--- config.mk ---
export PLATFORM = sky130hd
export DESIGN_NAME = multi_io_function_select
export DESIGN_NICKNAME = d
export VERILOG_FILES = /design/src/include/lio_pkg.sv /design/src/include/line_cfg_if.sv /design/src/line_func_decode.sv /design/src/multi_io_function_select.sv
export VERILOG_INCLUDE_DIRS = /design/src /design/src/include
export SDC_FILE = /design/constraint.sdc
export NUM_CORES = 1
export LEC_CHECK = 0
export ABC_AREA = 1
export BUFFER_PORTS_ARGS = -buffer_cell sky130_fd_sc_hd__buf_4
export CAP_MARGIN = 20
export CORE_ASPECT_RATIO = 1.5
export CORE_UTILIZATION = 50
export DETAILED_ROUTE_END_ITERATION = 10
export GPL_TIMING_DRIVEN = 0
export PLACE_DENSITY_LB_ADDON = 0.08
export SETUP_SLACK_MARGIN = 0.05
export SYNTH_ARGS = -nofsm -noshare
export SYNTH_HDL_FRONTEND = slang
export SYNTH_HIERARCHICAL = 1
export SYNTH_SLANG_ARGS = --single-unit
--- constraint.sdc ---
create_clock -name mclk -period 3.25 [get_ports mclk]
set_input_delay 0.4875 -clock mclk [delete_from_list [all_inputs] [get_ports mclk]]
set_output_delay 0.4875 -clock mclk [all_outputs]
set_load 0.1 [all_outputs]
--- src/include/lio_map.svh ---
`ifndef LIO_MAP_SVH
`define LIO_MAP_SVH

// parameter addresses of the line function selectors
`define SEL1_ADDR 16'h0722
`define SEL2_ADDR 16'h0724
`define SEL3_ADDR 16'h0726
`define SEL4_ADDR 16'h0728
// input level readback and output level parameters
`define IN_LEVELS_ADDR 16'h0730
`define OUT_LEVELS_ADDR 16'h0732

// function selector codes
`define FN_FREE_IN 16'h0001
`define FN_FAULT_RST 16'h0002
`define FN_ENABLE 16'h0003
`define FN_HALT 16'h0004
`define FN_JOG_POS 16'h0009
`define FN_JOG_NEG 16'h000a
`define FN_JOG_FAST 16'h000b
`define FN_HOME_REF 16'h0014
`define FN_POS_LIM 16'h0015
`define FN_NEG_LIM 16'h0016
`define FN_FREE_OUT 16'h0065
`define FN_NO_FAULT 16'h0066
`define FN_READY 16'h0067

// factory assignment of the four lines
`define LINE1_FACTORY `FN_POS_LIM
`define LINE2_FACTORY `FN_NEG_LIM
`define LINE3_FACTORY `FN_FREE_IN
`define LINE4_FACTORY `FN_HOME_REF
`define OUT_LEVELS_RESET 4'h0

`endif

--- src/include/lio_pkg.sv ---
package lio_pkg;
`include "lio_map.svh"

typedef logic [15:0] func_t;

typedef enum logic [2:0] {
    st_start,
    st_not_ready,
    st_switch_on_disabled,
    st_ready_to_switch_on,
    st_switched_on,
    st_operation_enabled,
    st_fault
} op_state_e;

typedef struct packed {
    logic free_in;
    logic fault_rst;
    logic enable;
    logic halt;
    logic jog_pos;
    logic jog_neg;
    logic jog_fast;
    logic home_ref;
    logic pos_lim;
    logic neg_lim;
} in_roles_s;

// codes that a given line accepts
function automatic logic func_valid(input logic [1:0] idx, input func_t code);
    logic ok;
    ok = 1'b0;
    case (code)
        `FN_FREE_IN, `FN_FAULT_RST, `FN_ENABLE, `FN_HALT,
        `FN_JOG_POS, `FN_JOG_NEG, `FN_JOG_FAST, `FN_HOME_REF,
        `FN_FREE_OUT, `FN_NO_FAULT, `FN_READY: ok = 1'b1;
        `FN_POS_LIM: ok = (idx == 2'd0);
        `FN_NEG_LIM: ok = (idx == 2'd1);
        default: ok = 1'b0;
    endcase
    return ok;
endfunction

endpackage

--- src/include/line_cfg_if.sv ---
`timescale 1ns/1ps
interface line_cfg_if;
    import lio_pkg::*;
    func_t code;
    logic pin_level;
    logic no_fault;
    logic ready;
    logic gp_level;
    logic out_level;
    logic is_out;
    in_roles_s roles;

    modport ctrl (
        output code, pin_level, no_fault, ready, gp_level,
        input out_level, is_out, roles
    );
    modport dec (
        input code, pin_level, no_fault, ready, gp_level,
        output out_level, is_out, roles
    );
endinterface

--- src/line_func_decode.sv ---
`timescale 1ns/1ps
`include "lio_map.svh"
module line_func_decode (
    line_cfg_if.dec lc
);
    import lio_pkg::*;

    always_comb begin
        lc.roles = '0;
        lc.out_level = 1'b0;
        lc.is_out = 1'b0;
        case (lc.code)
            `FN_FREE_IN: lc.roles.free_in = lc.pin_level;
            `FN_FAULT_RST: lc.roles.fault_rst = lc.pin_level;
            `FN_ENABLE: lc.roles.enable = lc.pin_level;
            `FN_HALT: lc.roles.halt = lc.pin_level;
            `FN_JOG_POS: lc.roles.jog_pos = lc.pin_level;
            `FN_JOG_NEG: lc.roles.jog_neg = lc.pin_level;
            `FN_JOG_FAST: lc.roles.jog_fast = lc.pin_level;
            `FN_HOME_REF: lc.roles.home_ref = lc.pin_level;
            `FN_POS_LIM: lc.roles.pos_lim = lc.pin_level;
            `FN_NEG_LIM: lc.roles.neg_lim = lc.pin_level;
            `FN_FREE_OUT: begin
                lc.is_out = 1'b1;
                lc.out_level = lc.gp_level;
            end
            `FN_NO_FAULT: begin
                lc.is_out = 1'b1;
                lc.out_level = lc.no_fault;
            end
            `FN_READY: begin
                lc.is_out = 1'b1;
                lc.out_level = lc.ready;
            end
            default: begin
                lc.is_out = 1'b0;
            end
        endcase
    end
endmodule

--- src/multi_io_function_select.sv ---
`timescale 1ns/1ps
// Summary of operation
// code 1 makes the line a plain input readable by software
// code 2 is a fault reset input, honoured in local control only
// code 3 is an enable input, honoured in local control only
// code 4 is a halt input requesting the movement to stop
// codes 9, 10, 11 are jog positive, jog negative, jog fast/slow inputs
// code 20 is the homing reference switch, allowed on all lines
// code 21, positive limit switch, allowed on line 1 only
// code 22, negative limit switch, allowed on line 2 only
// code 101 is a general output driven from a writable parameter
// code 102 is an output asserted while no fault is present
// code 103 is an output showing the drive enabled and ready
// selector writes take effect only while the power stage is off
// a new selection is stored, used only after the next power-on
// power-on and mode start walk the drive through its operating states
// factory: line1 pos limit, line2 neg limit, line3 input, line4 reference
// input line levels readable through a dedicated parameter
// a code not allowed on that line is rejected, old value kept
`include "lio_map.svh"
module multi_io_function_select (
    input wire logic mclk,
    input wire logic srst,
    input wire logic par_req,
    input wire logic par_we,
    input wire logic [15:0] par_addr,
    input wire logic [15:0] par_wdata,
    output logic par_ack,
    output logic par_err,
    output logic [15:0] par_rdata,
    input wire logic power_up,
    input wire logic elec_init_done,
    input wire logic param_init_done,
    input wire logic supply_ok,
    input wire logic local_mode,
    input wire logic fault_detected,
    input wire logic fb_enable_op,
    input wire logic fb_disable_op,
    input wire logic fb_fault_reset,
    input wire logic mode_start,
    input wire logic multi_line_1_in,
    output logic multi_line_1_out,
    output logic multi_line_1_oe_n,
    input wire logic multi_line_2_in,
    output logic multi_line_2_out,
    output logic multi_line_2_oe_n,
    input wire logic multi_line_3_in,
    output logic multi_line_3_out,
    output logic multi_line_3_oe_n,
    input wire logic multi_line_4_in,
    output logic multi_line_4_out,
    output logic multi_line_4_oe_n,
    output lio_pkg::op_state_e op_state,
    output logic power_stage_on,
    output logic halt_request,
    output logic jog_pos_req,
    output logic jog_neg_req,
    output logic jog_fast_sel,
    output logic home_ref_switch,
    output logic positive_travel_switch,
    output logic negative_travel_switch
);
    import lio_pkg::*;

    ////////////////////////////////////////////////////////////////////////
    // storage

    func_t sel_store_r [4];
    func_t sel_act_r [4];
    logic [3:0] gp_out_r;
    logic [3:0] sync1_r;
    logic [3:0] sync2_r;
    logic [3:0] line_out_r;
    logic [3:0] line_oe_n_r;
    op_state_e state_r;
    logic par_ack_r;
    logic par_err_r;
    logic [15:0] par_rdata_r;
    in_roles_s roles_r;

    logic [3:0] pin_in;
    logic [3:0] out_lvl;
    logic [3:0] is_out;
    in_roles_s roles_a [4];
    in_roles_s roles_or;
    logic [3:0] in_levels;
    logic no_fault;
    logic ready;
    logic en_req;
    logic dis_req;
    logic rst_req;
    logic wr;
    logic sel_hit;
    logic [1:0] sel_idx;
    logic wr_ok;
    logic map_hit;

    assign pin_in = {multi_line_4_in, multi_line_3_in, multi_line_2_in, multi_line_1_in};

    ////////////////////////////////////////////////////////////////////////
    // pin synchronisers

    always_ff @(posedge mclk) begin
        if (srst) begin
            sync1_r <= 4'h0;
            sync2_r <= 4'h0;
        end else begin
            sync1_r <= pin_in;
            sync2_r <= sync1_r;
        end
    end

    ////////////////////////////////////////////////////////////////////////
    // per line function decode

    for (genvar i = 0; i < 4; i++) begin : g_line
        line_cfg_if lc ();
        assign lc.code = sel_act_r[i];
        assign lc.pin_level = sync2_r[i];
        assign lc.no_fault = no_fault;
        assign lc.ready = ready;
        assign lc.gp_level = gp_out_r[i];
        assign out_lvl[i] = lc.out_level;
        assign is_out[i] = lc.is_out;
        assign roles_a[i] = lc.roles;
        line_func_decode u_dec (
            .lc(lc)
        );
    end

    // a role is active when any line assigned to it is high
    assign roles_or = roles_a[0] | roles_a[1] | roles_a[2] | roles_a[3];
    assign in_levels = sync2_r & ~is_out;

    always_ff @(posedge mclk) begin
        if (srst) begin
            line_out_r <= 4'h0;
            line_oe_n_r <= 4'hf;
        end else begin
            line_out_r <= out_lvl & is_out;
            line_oe_n_r <= ~is_out;
        end
    end

    always_ff @(posedge mclk) begin
        if (srst) begin
            roles_r <= '0;
        end else begin
            roles_r <= roles_or;
        end
    end

    ////////////////////////////////////////////////////////////////////////
    // operating state sequence

    assign no_fault = !fault_detected && (state_r != st_fault);
    assign ready = (state_r == st_operation_enabled);
    assign power_stage_on = (state_r == st_switched_on) || ready;
    assign en_req = fb_enable_op || mode_start || (local_mode && roles_r.enable);
    assign dis_req = fb_disable_op;
    assign rst_req = fb_fault_reset || (local_mode && roles_r.fault_rst);

    always_ff @(posedge mclk) begin
        if (srst || power_up) begin
            state_r <= st_start;
        end else begin
            case (state_r)
                st_start: begin
                    if (elec_init_done) begin
                        state_r <= st_not_ready;
                    end
                end
                st_not_ready: begin
                    if (param_init_done) begin
                        state_r <= st_switch_on_disabled;
                    end
                end
                st_switch_on_disabled: begin
                    if (supply_ok && !fault_detected) begin
                        state_r <= st_ready_to_switch_on;
                    end
                end
                st_ready_to_switch_on: begin
                    if (fault_detected) begin
                        state_r <= st_fault;
                    end else if (en_req) begin
                        state_r <= st_switched_on;
                    end
                end
                st_switched_on: begin
                    if (fault_detected) begin
                        state_r <= st_fault;
                    end else begin
                        state_r <= st_operation_enabled;
                    end
                end
                st_operation_enabled: begin
                    if (fault_detected) begin
                        state_r <= st_fault;
                    end else if (dis_req) begin
                        state_r <= st_ready_to_switch_on;
                    end
                end
                st_fault: begin
                    if (rst_req && !fault_detected) begin
                        state_r <= st_switch_on_disabled;
                    end
                end
                default: begin
                    state_r <= st_start;
                end
            endcase
        end
    end

    ////////////////////////////////////////////////////////////////////////
    // parameter access

    assign wr = par_req && par_we;
    always_comb begin
        sel_hit = 1'b1;
        sel_idx = 2'd0;
        if (par_addr == `SEL1_ADDR) begin
            sel_idx = 2'd0;
        end else if (par_addr == `SEL2_ADDR) begin
            sel_idx = 2'd1;
        end else if (par_addr == `SEL3_ADDR) begin
            sel_idx = 2'd2;
        end else if (par_addr == `SEL4_ADDR) begin
            sel_idx = 2'd3;
        end else begin
            sel_hit = 1'b0;
        end
    end
    assign map_hit = sel_hit || (par_addr == `IN_LEVELS_ADDR)
        || (par_addr == `OUT_LEVELS_ADDR);
    // selector writes need the stage off and a code legal on that line
    assign wr_ok = wr && sel_hit && !power_stage_on
        && func_valid(sel_idx, par_wdata);

    always_ff @(posedge mclk) begin
        if (srst) begin
            sel_store_r[0] <= `LINE1_FACTORY;
            sel_store_r[1] <= `LINE2_FACTORY;
            sel_store_r[2] <= `LINE3_FACTORY;
            sel_store_r[3] <= `LINE4_FACTORY;
        end else if (wr_ok) begin
            sel_store_r[sel_idx] <= par_wdata;
        end
    end

    // active selection follows the stored one only on power-on
    always_ff @(posedge mclk) begin
        if (srst) begin
            sel_act_r[0] <= `LINE1_FACTORY;
            sel_act_r[1] <= `LINE2_FACTORY;
            sel_act_r[2] <= `LINE3_FACTORY;
            sel_act_r[3] <= `LINE4_FACTORY;
        end else if (power_up) begin
            sel_act_r <= sel_store_r;
        end
    end

    always_ff @(posedge mclk) begin
        if (srst) begin
            gp_out_r <= `OUT_LEVELS_RESET;
        end else if (wr && par_addr == `OUT_LEVELS_ADDR) begin
            gp_out_r <= par_wdata[3:0];
        end
    end

    always_ff @(posedge mclk) begin
        if (srst) begin
            par_ack_r <= 1'b0;
            par_err_r <= 1'b0;
            par_rdata_r <= 16'h0000;
        end else begin
            par_ack_r <= par_req;
            par_err_r <= par_req && (!map_hit || (wr && sel_hit && !wr_ok));
            if (par_req && !par_we) begin
                if (sel_hit) begin
                    par_rdata_r <= sel_store_r[sel_idx];
                end else if (par_addr == `IN_LEVELS_ADDR) begin
                    par_rdata_r <= {12'h000, in_levels};
                end else if (par_addr == `OUT_LEVELS_ADDR) begin
                    par_rdata_r <= {12'h000, gp_out_r};
                end else begin
                    par_rdata_r <= 16'h0000;
                end
            end
        end
    end

    ////////////////////////////////////////////////////////////////////////
    // outputs

    assign par_ack = par_ack_r;
    assign par_err = par_err_r;
    assign par_rdata = par_rdata_r;
    assign op_state = state_r;
    assign multi_line_1_out = line_out_r[0];
    assign multi_line_2_out = line_out_r[1];
    assign multi_line_3_out = line_out_r[2];
    assign multi_line_4_out = line_out_r[3];
    assign multi_line_1_oe_n = line_oe_n_r[0];
    assign multi_line_2_oe_n = line_oe_n_r[1];
    assign multi_line_3_oe_n = line_oe_n_r[2];
    assign multi_line_4_oe_n = line_oe_n_r[3];
    assign halt_request = roles_r.halt;
    assign jog_pos_req = roles_r.jog_pos;
    assign jog_neg_req = roles_r.jog_neg;
    assign jog_fast_sel = roles_r.jog_fast;
    assign home_ref_switch = roles_r.home_ref;
    assign positive_travel_switch = roles_r.pos_lim;
    assign negative_travel_switch = roles_r.neg_lim;
endmodule

==> impl_table.tex, run 1 <==
\begin{tabular}{lr}
\hline
Metric & Value \\
\hline
\multicolumn{2}{l}{\textbf{Outcome}} \\
Result of the run & completed \\
\multicolumn{2}{l}{\textbf{Logic synthesis}} \\
Netlist area before placement & around 8200 sq um \\
Warnings, synthesis & 6 \\
Count of mapped cells out of synthesis & roughly 1200 \\
Syn Nets & around 1200 \\
Average instance area after synthesis & between 6 and 7 sq um \\
\multicolumn{2}{l}{\textbf{Die}} \\
Die span in x & 106 um \\
Die area & approximately 17000 sq um \\
Effective utilization at floorplan & about half \\
I/O pin count & 87 \\
Floorplan die height & roughly 160 um \\
Std cell rows & 56 \\
Area of the core & approximately 16000 sq um \\
\multicolumn{2}{l}{\textbf{Layout}} \\
Diodes inserted & 0 \\
Number of nets in the final layout & around 1300 \\
Share of the core filled with cells in the final layout & 60.9\% \\
Filler instances & between 1500 and 2000 \\
Fraction of final layout cells with drive strength greater than 1 & 13.3\% \\
Area Growth Syn to Fin & 17.9\% \\
\multicolumn{2}{l}{\textbf{Clock tree}} \\
H-tree levels & 4 \\
CTS Hold Bufs & 0 \\
Maximum buffer depth of the clock tree & 2 \\
Clock latency at the later pin of the worst-skew pair & about 430 ps \\
Sink count of the clock tree & 178 \\
Cell at the root of the clock tree & sky130\_fd\_sc\_hd\_\_clkbuf\_16 \\
Number of buffers inserted during clock tree synthesis & 17 \\
Clock transition at path regs & $\sim$70 ps \\
Post-CTS Setup Bufs & 0 \\
Gates resized, CTS repair & 0 \\
TritonCTS clock tree & yes \\
\multicolumn{2}{l}{\textbf{Global routing}} \\
Global-route wire length before repair & approximately 37000 um \\
Number of antenna violations at the first check in global routing & 0 \\
Largest net degree at the start of global routing & 18 \\
Vias in the first global route & 7463 \\
Aggregate global routing overflow & 0 \\
Tot GR Track Use & between 20\% and 30\% \\
\multicolumn{2}{l}{\textbf{Critical path}} \\
Terminus of the critical flop-to-flop path & op\_state[2]\$\_SDFFE\_PP0P\_ \\
Highest net fanout along the worst path & 7 \\
Launching point of the worst reg2reg path & op\_state[2]\$\_SDFFE\_PP0P\_ \\
Maximum cell stage delay along the critical path & 450 ps \\
Slowest cell on crit path & sky130\_fd\_sc\_hd\_\_dfxtp\_1 \\
Nature of the critical path startpoint & flop \\
Endpoint kind of the worst setup timing path & output pin \\
Arrival time at the worst endpoint & about 1700 ps \\
Cells traversed along the worst timing path & inv\_1 > nor2\_2 > buf\_4 \\
Cell depth of the worst flop-to-flop path & 6 \\
Worst Path Class, Setup & reg -> out \\
Register-to-register setup slack & approximately 1100 ps \\
Worst endpoint required time & 2760 ps \\
\multicolumn{2}{l}{\textbf{Drt}} \\
Post-route ant nets & 0 \\
DRC violations left & 0 \\
Sum of routed wire length over all layers & around 24000 um \\
Total vias in the final route & 7786 \\
DRT Pass-1 Iters & 7 \\
Via count normalized by instance count & 5.22 \\
Drt first-iter violations & about 470 \\
Wire per inst & 15.9 um \\
\multicolumn{2}{l}{\textbf{Power}} \\
Internal Pwr Total & 3.40 mW \\
Switching part of the total & a little over a quarter \\
Cell leakage power & $\sim$4.5 nW \\
Combinational share of power & about 8.7\% \\
Peak VDD IR & 362 uV \\
Switching power & 1.25 mW \\
P per Cell Area & 482 nW/um\^{}2 \\
Clock group share of total power & a little over two fifths \\
Flop pwr share & between 40\% and 50\% \\
\multicolumn{2}{l}{\textbf{STA}} \\
Setup repair after global routing missed its margin & no \\
Final WS setup & around 1100 ps \\
Final worst clock skew & between 8 and 9 ps \\
Transition time at the pin with the least slew margin & around 1100 ps \\
Max Transition Viols Final & 0 \\
TNS Setup & 0 ps \\
Period utilisation layout & around two thirds \\
Relative slew margins & a little over a quarter \\
Post-layout min period & about 2100 ps \\
Count of final hold-check violations & 0 \\
FMAX & approximately 470 MHz \\
Setup violators final & 0 \\
\multicolumn{2}{l}{\textbf{Min path}} \\
Hold endpoint & sync1\_r[0]\$\_SDFF\_PP0\_ \\
HP Class & in -> reg \\
Worst Hold Launch & multi\_line\_1\_in \\
Instance count along the most critical hold path & 3 \\
\multicolumn{2}{l}{\textbf{Place}} \\
Final GP Congestion & approximately 0.93 \\
Detailed placement HPWL & between 15000 and 20000 um \\
Count of input and output buffers & 85 \\
DP Worst Slack & 835 ps \\
\multicolumn{2}{l}{\textbf{Flow run}} \\
Number of maximum-capacitance violations & 0 \\
\hline
\end{tabular}
## power by group through the flow
stage,Combinational [mW],Clock [mW],Sequential (mW)
global route,0.442,2.10,2.27
global placement,0.395,0,2.31
floorplan,0.226,0,2.34
detailed placement,0.398,0,2.31
finish,0.402,1.98,2.26
CTS,0.400,2.01,2.26
## area by class of cell
class                   instances  area, sq um  share of cell area, %
clock inverters                13          114                   1.18
clock buffers                  19          453                   4.70
well taps                     203          254                   2.64
plain buffers                  49          255                   2.65
flip-flops and latches        178         3560                   37.0
inverters                     182          683                   7.09
repair buffers                 85          638                   6.62
multi-input cells             764         3680                   38.2
## worst max path at each step
stage	slack (ps)	cells after the start	end	start
floorplan	330	8	sel_store_r[32]$_SDFFE_PP0P_	op_state[2]$_SDFFE_PP0P_
global placement	820	11	par_rdata[6]$_SDFFE_PP0P_	par_addr[7]
detailed placement	830	11	par_rdata[6]$_SDFFE_PP0P_	par_addr[7]
CTS	1130	3	power_stage_on	op_state[2]$_SDFFE_PP0P_
global route	950	6	op_state[0]$_SDFFE_PP0P_	op_state[2]$_SDFFE_PP0P_
finish	1110	3	power_stage_on	op_state[2]$_SDFFE_PP0P_
## layer usage
layer / routed length [um] / global-route usage, %
met4: 2120 / 25.6
met3: 1040 / 5.16
met2: 11500 / 51.3
met1: 9140 / 30.5
met5: 0 / 0
## registers in the layout, summed over array words and instances, names as in the netlist, 2 cells and up
| name | count |
|---|---|
| op_state | 3 |
| g_line.lc.code | 64 |
| sync1_r | 4 |
| par_rdata | 16 |
| roles_r | 2 |
| gp_out_r | 4 |
| line_oe_n_r | 4 |
| line_out_r | 4 |
| sel_store_r | 64 |
| sync2_r | 4 |
## metrics by stage
stage / area, sq um / hold slack [ps] / cells / power, mW
global route: 9640 / 263 / 1493 / 4.81
floorplan: 8180 / 388 / 1173 / 2.56
finish: 9640 / 256 / 1493 / 4.65
detailed placement: 9070 / 398 / 1461 / 2.71
global placement: 9070 / 390 / 1461 / 2.71
CTS: 9640 / 253 / 1493 / 4.67
## worst max-delay path: cells and delay by family (launching register included)
kind | cells | cell delay, ps
DFF | 1 | 450
and+or+nand+nor | 1 | 280
buffers and inverters | 2 | 490
## layout by cell type, fill, tap and decap left out, drive strengths merged, types with 2 or more instances in the layout
cell type / n
a211oi: 4
a21oi: 59
a22oi: 7
a31oi: 4
buf: 107
clkbuf: 46
clkinv: 3
clkinvlp: 2
dfxtp: 178
inv: 190
nand2: 210
nand3: 93
nand4: 37
nor2: 205
nor3: 24
nor4: 10
o211ai: 8
o21ai: 88
o22ai: 6
or2: 5
Power figures use the tool's default switching activity.
==> run 2: changes to the inputs <==
--- a/config.mk
+++ b/config.mk
@@ -6,7 +6,7 @@
 export SDC_FILE = /design/constraint.sdc
 export NUM_CORES = 1
 export LEC_CHECK = 0
-export ABC_AREA = 1
+export ABC_AREA = 0
 export BUFFER_PORTS_ARGS = -buffer_cell sky130_fd_sc_hd__buf_4
 export CAP_MARGIN = 20
 export CORE_ASPECT_RATIO = 1.5
==> constraint.sdc (replaced) <==
create_clock -name mclk -period 2.2 [get_ports mclk]
set_input_delay 0.33 -clock mclk [delete_from_list [all_inputs] [get_ports mclk]]
set_output_delay 0.33 -clock mclk [all_outputs]
set_load 0.1 [all_outputs]
==> impl_table.tex, run 2 <==
\begin{tabular}{lr}
\hline
Metric & Value \\
\hline
\multicolumn{2}{l}{\textbf{Global routing}} \\
Global-route wire length before repair & 37700 um (was 37300 um) \\
Tot GR Track Use & 30.7\% (was 29.5\%) \\
Aggregate global routing overflow & 0 (unchanged) \\
Number of antenna violations at the first check in global routing & 0 (unchanged) \\
Largest net degree at the start of global routing & 21 (was 18) \\
Met1 demand-to-capacity share in global routing & 35.4\% (was 30.5\%) \\
Global-route track usage on met3 & 5.37\% (was 5.16\%) \\
Global-route met2 utilization & 55.8\% (was 51.3\%) \\
Vias in the first global route & 6683 (was 7463) \\
Global route hottest layer & met2 (unchanged) \\
\multicolumn{2}{l}{\textbf{STA}} \\
Max Transition Viols Final & 0 (unchanged) \\
Final worst clock skew & 11.6 ps (was 8.67 ps) \\
Post-layout min period & roughly 2200 ps \\
Final WS setup & -48.7 ps (was 1110 ps) \\
Transition time at the pin with the least slew margin & 905 ps (was 1090 ps) \\
Setup repair after global routing missed its margin & yes (was no) \\
Count of final hold-check violations & 0 (unchanged) \\
TNS Setup & -312 ps (was 0 ps) \\
Setup violators final & 13 (was 0) \\
Period utilisation layout & 102\% \\
FMAX & about 440 MHz \\
Relative slew margins & 39.7\% (was 26.9\%) \\
\multicolumn{2}{l}{\textbf{Die}} \\
Area of the core & 15600 sq um (was 15800 sq um) \\
Die area & 16500 sq um (was 16900 sq um) \\
I/O pin count & 87 (unchanged) \\
Effective utilization at floorplan & 51.2\% (was 51.6\%) \\
Floorplan die height & 157 um (was 159 um) \\
Std cell rows & 56 (unchanged) \\
Die span in x & 105 um (was 106 um) \\
\multicolumn{2}{l}{\textbf{Critical path}} \\
Endpoint kind of the worst setup timing path & flop (was output pin) \\
Terminus of the critical flop-to-flop path & par\_rdata[2]\$\_SDFFE\_PP0P\_ (was op\_state[2]\$\_SDFFE\_PP0P\_) \\
Slowest cell on crit path & sky130\_fd\_sc\_hd\_\_or4\_4 (was sky130\_fd\_sc\_hd\_\_dfxtp\_1) \\
Worst endpoint required time & 2500 ps (was 2760 ps) \\
Highest net fanout along the worst path & 5 (was 7) \\
Maximum cell stage delay along the critical path & 590 ps (was 450 ps) \\
Nature of the critical path startpoint & input port (was flop) \\
Cell depth of the worst flop-to-flop path & 7 (was 6) \\
Launching point of the worst reg2reg path & g\_line[2].lc.code[13]\$\_SDFFE\_PP0P\_ (was op\_state[2]\$\_SDFFE\_PP0P\_) \\
Cells traversed along the worst timing path & buf\_6 > or4\_4 > or4\_4 > a211oi\_4 > buf\_6 > o311ai\_4 > buf\_12 > buf\_12 > buf\_8 > nand2\_2 > o211ai\_1 (was inv\_1 > nor2\_2 > buf\_4) \\
Register-to-register setup slack & 130 ps (was 1130 ps) \\
Worst Path Class, Setup & in -> reg (was reg -> out) \\
Arrival time at the worst endpoint & 2550 ps (was 1650 ps) \\
\multicolumn{2}{l}{\textbf{Clock tree}} \\
Sink count of the clock tree & 178 (unchanged) \\
Clock transition at path regs & 80 ps (was 70 ps) \\
Number of buffers inserted during clock tree synthesis & 17 (unchanged) \\
H-tree levels & 4 (unchanged) \\
Maximum buffer depth of the clock tree & 2 (unchanged) \\
CTS Hold Bufs & 0 (unchanged) \\
Cell at the root of the clock tree & sky130\_fd\_sc\_hd\_\_clkbuf\_16 (unchanged) \\
TritonCTS clock tree & yes (unchanged) \\
Clock latency at the later pin of the worst-skew pair & 440 ps (was 430 ps) \\
\multicolumn{2}{l}{\textbf{Drt}} \\
Drt first-iter violations & 415 (was 466) \\
Sum of routed wire length over all layers & 24300 um (was 23800 um) \\
DRC violations left & 0 (unchanged) \\
DRT Pass-1 Iters & 5 (was 7) \\
Post-route ant nets & 0 (unchanged) \\
Via count normalized by instance count & 5.77 (was 5.22) \\
Wire per inst & 20.6 um (was 15.9 um) \\
Total vias in the final route & 6832 (was 7786) \\
\multicolumn{2}{l}{\textbf{Layout}} \\
Number of nets in the final layout & 1018 (was 1327) \\
Most frequent cells in the layout & sky130\_fd\_sc\_hd\_\_dfxtp\_1 (176), sky130\_fd\_sc\_hd\_\_nor2\_1 (117), sky130\_fd\_sc\_hd\_\_buf\_4 (95) (was sky130\_fd\_sc\_hd\_\_nand2\_1 (197), sky130\_fd\_sc\_hd\_\_nor2\_1 (196), sky130\_fd\_sc\_hd\_\_dfxtp\_1 (178)) \\
Commonest non-fill, non-tap cell in the layout & sky130\_fd\_sc\_hd\_\_dfxtp\_1 (was sky130\_fd\_sc\_hd\_\_nand2\_1) \\
Diodes inserted & 0 (unchanged) \\
Filler instances & 1282 (was 1572) \\
Combined area of the multi-input logic cells & 4410 sq um (was 3680 sq um) \\
Area Growth Syn to Fin & 28.0\% (was 17.9\%) \\
Share of the core filled with cells in the final layout & 65.5\% (was 60.9\%) \\
Register area & 3570 sq um (was 3560 sq um) \\
Fraction of final layout cells with drive strength greater than 1 & 26.8\% (was 13.3\%) \\
\multicolumn{2}{l}{\textbf{Min path}} \\
Hold endpoint & sync1\_r[0]\$\_SDFF\_PP0\_ (unchanged) \\
Worst Hold Launch & multi\_line\_1\_in (unchanged) \\
HP Class & in -> reg (unchanged) \\
Instance count along the most critical hold path & 2 (was 3) \\
\multicolumn{2}{l}{\textbf{Logic synthesis}} \\
Syn Nets & 881 (was 1223) \\
Netlist area before placement & 8000 sq um (was 8180 sq um) \\
Average instance area after synthesis & 9.62 sq um (was 6.97 sq um) \\
Warnings, synthesis & 6 (unchanged) \\
Count of mapped cells out of synthesis & 831 (was 1173) \\
\multicolumn{2}{l}{\textbf{Place}} \\
Final GP Congestion & 0.904 (was 0.933) \\
Count of input and output buffers & 83 (was 85) \\
Detailed placement HPWL & 18500 um (was 18300 um) \\
\multicolumn{2}{l}{\textbf{Power}} \\
P per Cell Area & 655 nW/um\^{}2 (was 482 nW/um\^{}2) \\
Total power & 6.71 mW (was 4.65 mW) \\
Cell leakage power & 4.45 nW (was 4.50 nW) \\
Peak VDD IR & 545 uV (was 362 uV) \\
\multicolumn{2}{l}{\textbf{Flow run}} \\
Number of maximum-capacitance violations & 0 (unchanged) \\
\multicolumn{2}{l}{\textbf{Outcome}} \\
Violations in the final reports & setup timing \\
Result of the run & finished with violations (was completed) \\
\hline
\end{tabular}
==> run 2: per-stage QoR <==
step	instance area, sq um	setup slack (ps)	cells	hold WS (ps)
floorplan	8100	-252	831	414
global placement	8980	-732	1117	419
detailed placement	8980	-772	1117	425
CTS	10000	-16.2	1172	86.2
global route	10200	-79.9	1184	96.8
finish	10200	-48.7	1184	91.7
==> run 2: repair_timing <==
action / 4_1_cts / 5_1_grt
gates cloned: 2 / 0
gates resized for setup: 34 / 32
buffers inserted: 21 / 12
setup endpoints to repair: 82 / 72
pin swaps: 15 / 18
==> run 2: cell type report <==
| type | count | area share, % |
|---|---|---|
| Multi-Input combinational cell | 591 | 43.1 |
| Clock buffer | 18 | 4.29 |
| Tap cell | 203 | 2.48 |
| Timing Repair Buffer | 118 | 10.4 |
| Sequential cell | 178 | 34.9 |
| Clock inverter | 14 | 1.74 |
| Inverter | 16 | 0.587 |
| Buffer | 46 | 2.51 |
==> run 2: worst max path at each step <==
stage	endpoint	slack (ps)	startpoint
floorplan	sel_store_r[34]$_SDFFE_PP1P_	-250	par_wdata[11]
global placement	par_rdata[8]$_SDFFE_PP0P_	-730	par_addr[7]
detailed placement	par_rdata[9]$_SDFFE_PP0P_	-770	par_addr[7]
global route	sel_store_r[4]$_SDFFE_PP1P_	-80	par_wdata[8]
finish	sel_store_r[2]$_SDFFE_PP1P_	-50	par_wdata[8]
CTS	sel_store_r[0]$_SDFFE_PP0P_	-20	par_wdata[11]
==> run 2: power by group <==
part           internal, mW  switching [mW]
registers              3.23         0.00731
logic                 0.152           0.253
clock network          1.58            1.49
total                  4.96            1.75
==> run 2: critical path, delay by kind of cell <==
kind | cells | cell delay (ps)
buffers and inverters | 5 | 660
and+or+nand+nor | 3 | 1160
AOI/OAI and AO/OA | 3 | 390
==> run 2: layer usage <==
| metal | vias up | wire (um) |
|---|---|---|
| met1 | 3314 | 9830 |
| met5 | - | 0 |
| met2 | 194 | 12600 |
| li1 | 3276 | - |
| met3 | 48 | 1030 |
| met4 | 0 | 871 |
==> run 3: changes to the inputs <==
--- a/config.mk
+++ b/config.mk
@@ -15,6 +15,7 @@
 export GPL_TIMING_DRIVEN = 0
 export PLACE_DENSITY_LB_ADDON = 0.08
 export SETUP_SLACK_MARGIN = 0.05
+export SKIP_CTS_REPAIR_TIMING = 1
 export SYNTH_ARGS = -nofsm -noshare
 export SYNTH_HDL_FRONTEND = slang
 export SYNTH_HIERARCHICAL = 1
==> impl_table.tex, run 3 (synthesis results as in run 2) <==
\begin{tabular}{lr}
\hline
Metric & Value \\
\hline
\multicolumn{2}{l}{\textbf{Critical path}} \\
Maximum cell stage delay along the critical path & 600 ps (was 590 ps) \\
Most Frequent Cell on Critical Path & sky130\_fd\_sc\_hd\_\_or4\_4 \\
Number of buffers and inverters on the critical path & 4 (was 5) \\
Launching point of the worst reg2reg path & g\_line[0].lc.code[7]\$\_SDFFE\_PP0P\_ (was g\_line[2].lc.code[13]\$\_SDFFE\_PP0P\_) \\
Register-to-register setup slack & 120 ps (was 130 ps) \\
Largest delay contributor family on the critical path & simple AND/OR/NAND/NOR gates (unchanged) \\
Nature of the critical path startpoint & input port (unchanged) \\
Worst endpoint required time & 2490 ps (was 2500 ps) \\
Arrival time at the worst endpoint & 2600 ps (was 2550 ps) \\
Cell depth of the worst flop-to-flop path & 7 (unchanged) \\
Cells traversed along the worst timing path & buf\_6 > or4\_4 > or4\_4 > a211oi\_4 > buf\_4 > o311ai\_4 > buf\_12 > buf\_8 > nand2\_1 > o211ai\_1 (was buf\_6 > or4\_4 > or4\_4 > a211oi\_4 > buf\_6 > o311ai\_4 > buf\_12 > buf\_12 > buf\_8 > nand2\_2 > o211ai\_1) \\
Highest net fanout along the worst path & 6 (was 5) \\
Slowest cell on crit path & sky130\_fd\_sc\_hd\_\_or4\_4 (unchanged) \\
Terminus of the critical flop-to-flop path & par\_rdata[0]\$\_SDFFE\_PP0P\_ (was par\_rdata[2]\$\_SDFFE\_PP0P\_) \\
Endpoint kind of the worst setup timing path & flop (unchanged) \\
Worst Path Class, Setup & in -> reg (unchanged) \\
\multicolumn{2}{l}{\textbf{Layout}} \\
Combined area of the multi-input logic cells & 4390 sq um (was 4410 sq um) \\
Commonest non-fill, non-tap cell in the layout & sky130\_fd\_sc\_hd\_\_dfxtp\_1 (unchanged) \\
Fraction of final layout cells with drive strength greater than 1 & 26.4\% (was 26.8\%) \\
Most frequent cells in the layout & sky130\_fd\_sc\_hd\_\_dfxtp\_1 (176), sky130\_fd\_sc\_hd\_\_nor2\_1 (119), sky130\_fd\_sc\_hd\_\_buf\_4 (101) (was sky130\_fd\_sc\_hd\_\_dfxtp\_1 (176), sky130\_fd\_sc\_hd\_\_nor2\_1 (117), sky130\_fd\_sc\_hd\_\_buf\_4 (95)) \\
Register area & 3570 sq um (unchanged) \\
Number of nets in the final layout & 1019 (was 1018) \\
Fin area & 10100 sq um (was 10200 sq um) \\
Area Growth Syn to Fin & 26.6\% (was 28.0\%) \\
Diodes inserted & 0 (unchanged) \\
Share of the core filled with cells in the final layout & 64.8\% (was 65.5\%) \\
Filler instances & 1300 (was 1282) \\
\multicolumn{2}{l}{\textbf{Place}} \\
Count of input and output buffers & 83 (unchanged) \\
DP Worst Slack & -772 ps (unchanged) \\
Placed cell area & 8980 sq um (unchanged) \\
Final GP Congestion & 0.904 (unchanged) \\
Detailed placement HPWL & 18500 um (unchanged) \\
\multicolumn{2}{l}{\textbf{Clock tree}} \\
Sink count of the clock tree & 178 (unchanged) \\
H-tree levels & 4 (unchanged) \\
Cell at the root of the clock tree & sky130\_fd\_sc\_hd\_\_clkbuf\_16 (unchanged) \\
TritonCTS clock tree & yes (unchanged) \\
Clock latency at the later pin of the worst-skew pair & 450 ps (was 440 ps) \\
Number of buffers inserted during clock tree synthesis & 17 (unchanged) \\
Maximum buffer depth of the clock tree & 2 (unchanged) \\
Clock transition at path regs & 80 ps (about the same) \\
\multicolumn{2}{l}{\textbf{Power}} \\
Cell leakage power & 4.41 nW (was 4.45 nW) \\
Combinational share of power & 6.0\% (about the same) \\
Peak VDD IR & 610 uV (was 545 uV) \\
Clock group share of total power & 45.8\% (was 45.7\%) \\
Switching power & 1.75 mW (about the same) \\
Internal Pwr Total & 4.95 mW (was 4.96 mW) \\
Switching part of the total & 26.1\% (about the same) \\
Flop pwr share & 48.3\% (was 48.2\%) \\
P per Cell Area & 662 nW/um\^{}2 (was 655 nW/um\^{}2) \\
\multicolumn{2}{l}{\textbf{Global routing}} \\
Global-route wire length before repair & 36700 um (was 37700 um) \\
Tot GR Track Use & 29.9\% (was 30.7\%) \\
Number of antenna violations at the first check in global routing & 0 (unchanged) \\
Aggregate global routing overflow & 0 (unchanged) \\
Vias in the first global route & 6490 (was 6683) \\
Largest net degree at the start of global routing & 21 (unchanged) \\
\multicolumn{2}{l}{\textbf{Min path}} \\
HP Class & in -> reg (unchanged) \\
Hold endpoint & sync1\_r[0]\$\_SDFF\_PP0\_ (unchanged) \\
Instance count along the most critical hold path & 2 (unchanged) \\
Worst Hold Launch & multi\_line\_1\_in (unchanged) \\
\multicolumn{2}{l}{\textbf{Drt}} \\
DRC violations left & 0 (unchanged) \\
Total vias in the final route & 6913 (was 6832) \\
Wire per inst & 21.0 um (was 20.6 um) \\
Post-route ant nets & 0 (unchanged) \\
Via count normalized by instance count & 5.83 (was 5.77) \\
DRT Pass-1 Iters & 5 (unchanged) \\
Sum of routed wire length over all layers & 24900 um (was 24300 um) \\
Drt first-iter violations & 464 (was 415) \\
\multicolumn{2}{l}{\textbf{STA}} \\
Transition time at the pin with the least slew margin & 930 ps (was 905 ps) \\
Setup violators final & 36 (was 13) \\
Relative slew margins & 38.0\% (was 39.7\%) \\
Worst slack on hold paths & 91.5 ps (was 91.7 ps) \\
Period utilisation layout & 105\% (was 102\%) \\
Final worst clock skew & 11.3 ps (was 11.6 ps) \\
Final WS setup & -110 ps (was -48.7 ps) \\
Max Transition Viols Final & 0 (unchanged) \\
Setup repair after global routing missed its margin & yes (unchanged) \\
FMAX & 433 MHz (was 445 MHz) \\
TNS Setup & -1610 ps (was -312 ps) \\
Count of final hold-check violations & 0 (unchanged) \\
Post-layout min period & 2310 ps (was 2250 ps) \\
\multicolumn{2}{l}{\textbf{Die}} \\
Std cell rows & 56 (unchanged) \\
Floorplan die height & 157 um (unchanged) \\
Die area & 16500 sq um (unchanged) \\
Die span in x & 105 um (unchanged) \\
Area of the core & 15600 sq um (unchanged) \\
Effective utilization at floorplan & 51.2\% (unchanged) \\
I/O pin count & 87 (unchanged) \\
\multicolumn{2}{l}{\textbf{Flow run}} \\
Number of maximum-capacitance violations & 0 (unchanged) \\
\multicolumn{2}{l}{\textbf{Outcome}} \\
Violations in the final reports & setup timing (unchanged) \\
Result of the run & finished with violations (unchanged) \\
\hline
\end{tabular}
-- run 3: how the worst max path moves through the flow --
stage / depth (start not counted) / end / slack (ps) / start
after floorplan: 7 / sel_store_r[34]$_SDFFE_PP1P_ / -250 / par_wdata[11]
after global placement: 8 / par_rdata[8]$_SDFFE_PP0P_ / -730 / par_addr[7]
after detailed placement: 8 / par_rdata[9]$_SDFFE_PP0P_ / -770 / par_addr[7]
after CTS: 8 / par_rdata[9]$_SDFFE_PP0P_ / -350 / par_addr[7]
after global routing: 8 / sel_store_r[3]$_SDFFE_PP0P_ / -150 / par_addr[4]
final: 10 / sel_store_r[52]$_SDFFE_PP1P_ / -110 / par_wdata[8]
-- run 3: cell type report --
cell class | instances | area share (%)
Clock buffer | 18 | 4.34
Tap cell | 203 | 2.51
Inverter | 16 | 0.593
Clock inverter | 14 | 1.75
Sequential cell | 178 | 35.3
Buffer | 46 | 2.47
Timing Repair Buffer | 118 | 9.76
Multi-Input combinational cell | 592 | 43.3
-- run 3: per-stage QoR --
| step | total power, mW | instances |
|---|---|---|
| 5_1_grt | 6.90 | 1185 |
| 3_5_place_dp | 3.69 | 1117 |
| 3_3_place_gp | 3.68 | 1117 |
| 2_1_floorplan | 3.53 | 831 |
| 6_report | 6.71 | 1185 |
| 4_1_cts | 6.72 | 1149 |
-- run 3: layer usage --
layer / GRT usage (%) / wire, um / share of wire (%)
met5: 0 / 0 / 0
met3: 5.21 / 1080 / 4.3
met1: 34.5 / 10000 / 40
met4: 12.1 / 930 / 3.7
met2: 54.5 / 12900 / 52
-- run 3: power groups by stage --
stage	clock [mW]	combinational (mW)	sequential [mW]
after floorplan	0	0.183	3.34
after global placement	0	0.374	3.31
after detailed placement	0	0.381	3.31
after CTS	3.11	0.382	3.24
after global routing	3.24	0.422	3.24
final	3.07	0.400	3.24
